==> src/ipa_defs.svh <==
`ifndef IPA_DEFS_SVH
`define IPA_DEFS_SVH

// Source counts and layout of the request vector
`define IPA_PIN_N            6
`define IPA_PERIPH_N         26
`define IPA_SRC_N            32
`define IPA_IDX_W            5

// Vector numbers
`define IPA_PIN_VEC_BASE     8'h15
`define IPA_PERIPH_VEC_BASE  8'h1B
`define IPA_NMI_VEC          8'h07
`define IPA_TRAP_VEC         8'h09

// Vector address is the vector number times four
`define IPA_VEC_ADDR_SHIFT   2

// Control mode encoding for mode 1
`define IPA_MODE1            2'h1

// Priority determination length in clock cycles
`define IPA_PRI_STATES       2'h3

// Reset values
`define IPA_RST_VEC          8'h00
`define IPA_RST_ADDR         16'h0000
`define IPA_RST_PIN_CLR      6'h00
`define IPA_RST_IDX          5'h00
`define IPA_RST_CNT          2'h0

`endif

==> src/ipa_pkg.sv <==
package ipa_pkg;

   typedef enum logic [1:0] {
      IPA_IDLE,
      IPA_DECIDE,
      IPA_OFFER,
      IPA_RETIRE
   } ipa_state_t;

   typedef enum logic [2:0] {
      IPA_SRC_NONE,
      IPA_SRC_NMI,
      IPA_SRC_TRAP,
      IPA_SRC_PIN,
      IPA_SRC_PERIPH
   } ipa_src_t;

endpackage : ipa_pkg

==> src/ipa_top.sv <==
`timescale 1ns/1ns
`include "ipa_defs.svh"

module ipa_top (
   input  wire logic                     clk_i,
   input  wire logic                     rst_n_i,
   input  wire logic                     ctrl_mode_sel_hi_i,
   input  wire logic                     ctrl_mode_sel_lo_i,
   input  wire logic                     global_mask_i,
   input  wire logic                     user_mask_i,
   input  wire logic [`IPA_PIN_N-1:0]    pin_req_i,
   input  wire logic [`IPA_PIN_N-1:0]    pin_en_i,
   input  wire logic [`IPA_PERIPH_N-1:0] periph_req_i,
   input  wire logic [`IPA_PERIPH_N-1:0] periph_en_i,
   input  wire logic [7:0]               level_sel_reg_a_i,
   input  wire logic [7:0]               level_sel_reg_b_i,
   input  wire logic [7:0]               level_sel_reg_c_i,
   input  wire logic [7:0]               level_sel_reg_d_i,
   input  wire logic                     wdt_nmi_i,
   input  wire logic                     addr_trap_i,
   input  wire logic                     cpu_take_i,
   output logic                          irq_valid_o,
   output logic [7:0]                    vector_num_o,
   output logic [15:0]                   vector_addr_o,
   output logic [`IPA_PIN_N-1:0]         pin_clr_o,
   output logic                          accepted_level_o
);

   ////////////////////////////////////////////////////////////////////////
   // Vector lookup

   function automatic logic [7:0] src_vector(
      input logic [`IPA_IDX_W-1:0] idx
   );
      logic [7:0] wide;
      wide = {3'h0, idx};
      if (wide < 8'(`IPA_PIN_N)) begin
         src_vector = `IPA_PIN_VEC_BASE + wide;
      end else begin
         src_vector = `IPA_PERIPH_VEC_BASE + (wide - 8'(`IPA_PIN_N));
      end
   endfunction : src_vector

   ////////////////////////////////////////////////////////////////////////
   // Request gating and level split

   logic [`IPA_SRC_N-1:0] en_req;
   logic [`IPA_SRC_N-1:0] level_bits;
   logic [`IPA_SRC_N-1:0] req_lvl1;
   logic [`IPA_SRC_N-1:0] req_lvl0;
   logic                  found1;
   logic                  found0;
   logic [`IPA_IDX_W-1:0] idx1;
   logic [`IPA_IDX_W-1:0] idx0;
   logic                  mode1;
   logic                  lvl1_ok;
   logic                  lvl0_ok;

   always_comb begin
      en_req     = {periph_req_i & periph_en_i, pin_req_i & pin_en_i};
      level_bits = {level_sel_reg_d_i, level_sel_reg_c_i,
                    level_sel_reg_b_i, level_sel_reg_a_i};
      req_lvl1   = en_req & level_bits;
      req_lvl0   = en_req & ~level_bits;
   end

   ipa_pri_enc u_enc_lvl1 (
      .req_i   (req_lvl1),
      .found_o (found1),
      .idx_o   (idx1)
   );

   ipa_pri_enc u_enc_lvl0 (
      .req_i   (req_lvl0),
      .found_o (found0),
      .idx_o   (idx0)
   );

   ////////////////////////////////////////////////////////////////////////
   // Mask evaluation

   // Only the exact mode 1 code enables user mask gating
   always_comb begin
      mode1   = ({ctrl_mode_sel_hi_i, ctrl_mode_sel_lo_i}
                 == `IPA_MODE1);
      lvl0_ok = ~global_mask_i;
      lvl1_ok = ~global_mask_i | (mode1 & ~user_mask_i);
   end

   ////////////////////////////////////////////////////////////////////////
   // Candidate selection

   logic                  cand_valid;
   logic [7:0]            cand_vec;
   logic [`IPA_IDX_W-1:0] cand_idx;
   logic                  cand_pin;
   logic                  cand_lvl;
   ipa_pkg::ipa_src_t     cand_src;

   // Masked level 1 requests do not block level 0; the chain falls through to level 0,
   // but a masked level 1 means global_mask_i is set, so level 0 is masked too
   always_comb begin
      cand_valid = 1'b1;
      cand_vec   = `IPA_RST_VEC;
      cand_idx   = `IPA_RST_IDX;
      cand_lvl   = 1'b0;
      cand_src   = ipa_pkg::IPA_SRC_NONE;
      if (wdt_nmi_i) begin
         cand_vec = `IPA_NMI_VEC;
         cand_src = ipa_pkg::IPA_SRC_NMI;
      end else if (addr_trap_i) begin
         cand_vec = `IPA_TRAP_VEC;
         cand_src = ipa_pkg::IPA_SRC_TRAP;
      end else if (found1 && lvl1_ok) begin
         cand_idx = idx1;
         cand_vec = src_vector(idx1);
         cand_lvl = 1'b1;
      end else if (found0 && lvl0_ok) begin
         cand_idx = idx0;
         cand_vec = src_vector(idx0);
      end else begin
         cand_valid = 1'b0;
      end
      if (cand_src == ipa_pkg::IPA_SRC_NONE && cand_valid) begin
         cand_src = ({3'h0, cand_idx} < 8'(`IPA_PIN_N)) ?
                    ipa_pkg::IPA_SRC_PIN : ipa_pkg::IPA_SRC_PERIPH;
      end
      cand_pin = (cand_src == ipa_pkg::IPA_SRC_PIN);
   end

   ////////////////////////////////////////////////////////////////////////
   // Acceptance sequence

   ipa_pkg::ipa_state_t   state;
   ipa_pkg::ipa_state_t   next_state;
   logic [1:0]            cnt;
   logic [1:0]            next_cnt;
   logic                  next_irq_valid;
   logic [7:0]            next_vector_num;
   logic [15:0]           next_vector_addr;
   logic [`IPA_PIN_N-1:0] next_pin_clr;
   logic                  next_accepted_level;
   logic [`IPA_IDX_W-1:0] held_idx;
   logic [`IPA_IDX_W-1:0] next_held_idx;
   logic                  held_pin;
   logic                  next_held_pin;

   always_comb begin
      next_state          = state;
      next_cnt            = cnt;
      next_irq_valid      = irq_valid_o;
      next_vector_num     = vector_num_o;
      next_vector_addr    = vector_addr_o;
      next_pin_clr        = `IPA_RST_PIN_CLR;
      next_accepted_level = accepted_level_o;
      next_held_idx       = held_idx;
      next_held_pin       = held_pin;
      case (state)
         ipa_pkg::IPA_IDLE: begin
            if (cand_valid) begin
               next_state = ipa_pkg::IPA_DECIDE;
               next_cnt   = 2'h1;
            end
         end
         ipa_pkg::IPA_DECIDE: begin
            if (!cand_valid) begin
               next_state = ipa_pkg::IPA_IDLE;
               next_cnt   = `IPA_RST_CNT;
            end else if (cnt == `IPA_PRI_STATES - 2'h1) begin
               next_state = ipa_pkg::IPA_OFFER;
               next_cnt   = `IPA_RST_CNT;
               next_irq_valid = 1'b1;
            end else begin
               next_cnt = cnt + 2'h1;
            end
         end
         ipa_pkg::IPA_OFFER: begin
            if (cpu_take_i) begin
               // Clear goes out with the hand-off of the taken vector
               next_irq_valid = 1'b0;
               next_state     = ipa_pkg::IPA_RETIRE;
               for (int i = 0; i < `IPA_PIN_N; i++) begin
                  next_pin_clr[i] = held_pin &&
                     (held_idx == i[`IPA_IDX_W-1:0]);
               end
            end else if (!cand_valid) begin
               // Request withdrawn or masked before the CPU took it
               next_irq_valid = 1'b0;
               next_state     = ipa_pkg::IPA_IDLE;
            end
         end
         ipa_pkg::IPA_RETIRE: begin
            // One idle cycle lets the cleared pin flag settle
            next_state = ipa_pkg::IPA_IDLE;
         end
         default: begin
            next_state = ipa_pkg::IPA_IDLE;
         end
      endcase
      // While offered, the current winner of any rank replaces the old one each cycle
      if (next_irq_valid && !(state == ipa_pkg::IPA_OFFER && cpu_take_i)) begin
         next_vector_num  = cand_vec;
         next_vector_addr = {8'h00, cand_vec} << `IPA_VEC_ADDR_SHIFT;
         next_accepted_level = cand_lvl;
         next_held_idx    = cand_idx;
         next_held_pin    = cand_pin;
      end
   end

   // CPU side finishes its instruction and raises cpu_take_i, then stacks
   // and sets masks in the cycle after; nothing here waits on it
   always_ff @(posedge clk_i) begin
      if (!rst_n_i) begin
         state            <= ipa_pkg::IPA_IDLE;
         cnt              <= `IPA_RST_CNT;
         irq_valid_o      <= 1'b0;
         vector_num_o     <= `IPA_RST_VEC;
         vector_addr_o    <= `IPA_RST_ADDR;
         pin_clr_o        <= `IPA_RST_PIN_CLR;
         accepted_level_o <= 1'b0;
         held_idx         <= `IPA_RST_IDX;
         held_pin         <= 1'b0;
      end else begin
         state            <= next_state;
         cnt              <= next_cnt;
         irq_valid_o      <= next_irq_valid;
         vector_num_o     <= next_vector_num;
         vector_addr_o    <= next_vector_addr;
         pin_clr_o        <= next_pin_clr;
         accepted_level_o <= next_accepted_level;
         held_idx         <= next_held_idx;
         held_pin         <= next_held_pin;
      end
   end

endmodule : ipa_top

==> src/ipa_pri_enc.sv <==
`timescale 1ns/1ns
`include "ipa_defs.svh"

module ipa_pri_enc (
   input  wire logic [`IPA_SRC_N-1:0] req_i,
   output logic                       found_o,
   output logic [`IPA_IDX_W-1:0]      idx_o
);

   // Lowest index ranks highest; scanning downward lets it win last
   always_comb begin
      found_o = 1'b0;
      idx_o   = `IPA_RST_IDX;
      for (int i = `IPA_SRC_N - 1; i >= 0; i--) begin
         if (req_i[i]) begin
            found_o = 1'b1;
            idx_o   = i[`IPA_IDX_W-1:0];
         end
      end
   end

endmodule : ipa_pri_enc

==> config.mk <==
export PLATFORM = sky130hd
export DESIGN_NAME = ipa_top
export DESIGN_NICKNAME = d
export VERILOG_FILES = /design/src/ipa_pkg.sv /design/src/ipa_top.sv /design/src/ipa_pri_enc.sv
export VERILOG_INCLUDE_DIRS = /design/src /design/src/src
export SDC_FILE = /design/constraint.sdc
export NUM_CORES = 1
export LEC_CHECK = 0
export BUFFER_PORTS_ARGS = -buffer_cell sky130_fd_sc_hd__buf_4
export CAP_MARGIN = 10
export CORE_MARGIN = 1
export CORE_UTILIZATION = 54
export CTS_CLUSTER_SIZE = 24
export DETAILED_ROUTE_END_ITERATION = 7
export PLACE_DENSITY = 0.95
export SETUP_SLACK_MARGIN = 0.4
export SYNTH_ARGS = -nofsm -noshare
export SYNTH_HDL_FRONTEND = slang
export SYNTH_SLANG_ARGS = --single-unit
==> constraint.sdc <==
create_clock -name clk_i -period 5.1 [get_ports clk_i]
set_input_delay 0.255 -clock clk_i [delete_from_list [all_inputs] [get_ports clk_i]]
set_output_delay 0.255 -clock clk_i [all_outputs]
set_load 0.01 [all_outputs]
==> results.sh <==
export IMPL_viasPerCell=6.562
export IMPL_clock_latency_ns=0.27
export IMPL_hold_violations=0
export IMPL_yosys_area_top_type_share_pct=14.83
export IMPL_critPathArrivalTime_ns=3.56
export IMPL_grt_max_degree=19
export IMPL_synth_area_top_cells="dfxtp_1, nand3_1, nand2_1"
export IMPL_hold_path_cell_count=2
export IMPL_syn_area_sq_mm=0.003374
export IMPL_total_power_w=0.0008395
export IMPL_first_pass_iters=5
export IMPL_core_area_sq_mm=0.005991
export IMPL_rsz0062_at_grt="false"
export IMPL_outcome="finished, final reports clean"
export IMPL_fin_crit_ns=3.408
export IMPL_holdWs_ns=0.2019
export IMPL_synth_xor_area_share_pct=0.5191
export IMPL_initial_core_util_pct=56.33
export IMPL_avgSynthCellArea_sq_um=7.089
export IMPL_synth_seq_cells=25
export IMPL_chipWidth_um=81.05
export IMPL_routed_wl_um=10780
export IMPL_ys_seq_area_share_pct=14.83
export IMPL_clk_transition_reported_paths_ns=0.09
export IMPL_clock_sinks=25
export IMPL_setup_violations_final=0
export IMPL_crit_type="primary input to flip-flop"
export IMPL_hold_start="addr_trap_i"
export IMPL_synth_edf_count=0
export IMPL_dr_total_vias=4357
export IMPL_cts_setup_buffers=0
export IMPL_synth_largest_area_cell="dfxtp_1"
export IMPL_ys_warnings_count=0
export IMPL_hp_class="primary input to flip-flop"
export IMPL_cap_viol_max_count=0
export IMPL_synth_simple_area_share_pct=42.75
export IMPL_fp_dieArea_sq_mm=0.006569
export IMPL_end_kind="flip-flop"
export IMPL_synth_compound_area_share_pct=29.14
export IMPL_dr_first_iter_drc_count=362
export IMPL_postCtsHoldBufs=0
export IMPL_overflow=0
export IMPL_cts_resized_gates=0
export IMPL_antenna_cells=0
export IMPL_antenna_found_initial=0
export IMPL_fin_tns_setup_ns=0
export IMPL_ys_types=78
export IMPL_place_congestion=0.9577
export IMPL_gr_usage_met2_pct=62.86
export IMPL_leakage_nw=1.962
export IMPL_grt_use_total_pct=33.69
export IMPL_worstPathRequired_ns=5.25
export IMPL_area_growth_pct=28.18
export IMPL_slew_violations=0
export IMPL_die_y_um=81.05
export IMPL_place_area_sq_mm=0.004277
export IMPL_min_to="vector_addr_o[4]"
export IMPL_numCtsBuffers=3
export IMPL_slew_headroom_pct=51.82
export IMPL_drive_gt1_share_pct=27.33
export IMPL_clk_path_buf_depth=2
export IMPL_synth_main_ff_cell="dfxtp_1"
export IMPL_top_usage_layer="met2"
export IMPL_htree_levels=1
export IMPL_ir_drop_mv=0.1287
export IMPL_synth_fa_ha_area_share_pct=5.191
export IMPL_cp_start_kind="primary input"
export IMPL_power_density_mw_per_mm2=194.1
export IMPL_post_dp_hpwl_um=9126
export IMPL_io_buffer_count=128
export IMPL_path_max_fanout=11
export IMPL_tightest_slew_ns=0.7226
export IMPL_nNetsFinal=709
export IMPL_reg2reg_to="vector_addr_o[5]"
export IMPL_grt_pass1_wl_um=17670
export IMPL_drtAntennaViolNets=0
export IMPL_finalInstanceArea_sq_mm=0.004325
export IMPL_timing_rr_start="state[0]"
export IMPL_drc=0
export IMPL_synthArstFlopShare_pct=0
export IMPL_synth_area_mux_share_pct=0.2966
export IMPL_clock_fmax_mhz=293.4
export IMPL_io_pins=137
export IMPL_fillers=496
export IMPL_use_met3_pct=5.169
export IMPL_reg2reg_slack_ns=2.60
export IMPL_fin_crit_sh_pct=66.82
export IMPL_row_count=28
export IMPL_reg2regPathDepth=9
export IMPL_finClkSkew_ns=0.007276
export IMPL_cts_tree="done"
export IMPL_wire_per_inst_um=16.23
export IMPL_grt_pass1_vias=4061
export IMPL_synth_cells=476
export IMPL_root_buffer="clkbuf_8"
export IMPL_synth_top_family_by_area="simple AND/OR/NAND/NOR gates"
export IMPL_grtUsageMet1_pct=39.46
-- layer usage --
metal | wire [um] | vias up
li1 | - | 2041
met5 | 0 | -
met4 | 255 | 0
met3 | 906 | 33
met2 | 5479 | 264
met1 | 4135 | 2019
-- stage by stage --
stage / setup slack (ns) / utilization (%) / std cells
final: 1.692 / 72.20 / 664
after global routing: 1.581 / 72.20 / 664
after CTS: 1.756 / 72.20 / 664
after detailed placement: 1.485 / 71.39 / 660
after floorplan: 1.827 / - / 483
after global placement: 1.581 / 71.39 / 660
-- cell usage after synthesis (7+ instances only) --
cell type / count
a211oi_1: 13
a21oi_1: 21
a31oi_1: 9
and2_1: 8
and3_1: 14
and3b_1: 13
buf_4: 19
dfxtp_1: 25
ha_1: 14
inv_1: 14
nand2_1: 48
nand3_1: 39
nand3b_1: 16
nand4_1: 12
nor2_1: 34
nor2b_1: 7
nor3_1: 13
o2111ai_1: 7
o211ai_1: 10
o21ai_0: 27
-- critical path, stage by stage --
cell and delay (ns):
buf_4 0.11, and3b_1 0.20, or4_4 0.58, a2111o_1 0.41
a211o_1 0.30, nand2_4 0.13, inv_2 0.07, ha_1 0.33
a21boi_0 0.18, o221ai_1 0.23, o211ai_1 0.12, and3_1 0.22
o311ai_1 0.28, a221oi_1 0.14
-- worst max path at each step --
stage | slack [ns] | cells past startpoint | startpoint | to
2_1_floorplan | 1.83 | 12 | periph_req_i[14] | vector_addr_o[6]
3_3_place_gp | 1.58 | 12 | periph_req_i[14] | vector_addr_o[6]
3_5_place_dp | 1.48 | 12 | periph_req_i[14] | vector_addr_o[6]
4_1_cts | 1.76 | 12 | periph_req_i[14] | vector_addr_o[6]
5_1_grt | 1.58 | 14 | periph_req_i[14] | vector_addr_o[6]
6_report | 1.69 | 14 | periph_req_i[14] | vector_addr_o[6]
-- report_power, final --
group | internal (W) | leakage [nW] | switching, W
Sequential | 0.000207 | 0.202 | 0.0000105
Combinational | 0.000218 | 1.74 | 0.000283
Clock | 0.0000554 | 0.0217 | 0.0000655
Total | 0.000480 | 1.96 | 0.000359
-- cell families after synthesis --
logic type | after synthesis
AO/OA/AOI/OAI | 139
XOR/XNOR | 2
adder cells (fa/ha/maj) | 14
buffers and inverters | 42
flip-flops | 25
multiplexers | 1
other | 1
AND/OR/NAND/NOR | 252
-- layout by cell type, fill, tap and decap left out, types with 9 or more instances in the layout --
master    netlist  layout
o21ai_0        27      27
a31oi_1         9       9
dfxtp_1        25      25
a211oi_1       13      13
and3_1         14      14
o211ai_1       10      10
nand3b_1       16      16
and3b_1        13      13
nand3_1        39      39
ha_1           14      14
buf_4          19     128
inv_1          14      14
a21oi_1        21      21
nor3_1         13      13
nand4_1        12      12
nand2_1        48      48
nor2_1         34      34
-- layout make-up --
type                    instances  area [sq um]  share of cell area (%)
multi-input cells             416          2659                   61.47
repair buffers                128         960.9                   22.22
flip-flops and latches         25         500.5                   11.57
well taps                      75         93.84                   2.170
inverters                      16         62.56                   1.446
clock buffers                   3         41.29                  0.9546
clock inverters                 1         7.507                  0.1736
-- state kept, by name (all words and copies together), names as in the netlist --
| signal | cells |
|---|---|
| irq_valid_o | 1 |
| held_idx | 5 |
| held_pin | 1 |
| pin_clr_o | 6 |
| state | 2 |
| vector_addr_o | 7 |
| cnt | 2 |
| accepted_level_o | 1 |
Note: power is estimated with default switching activity, not from simulation.
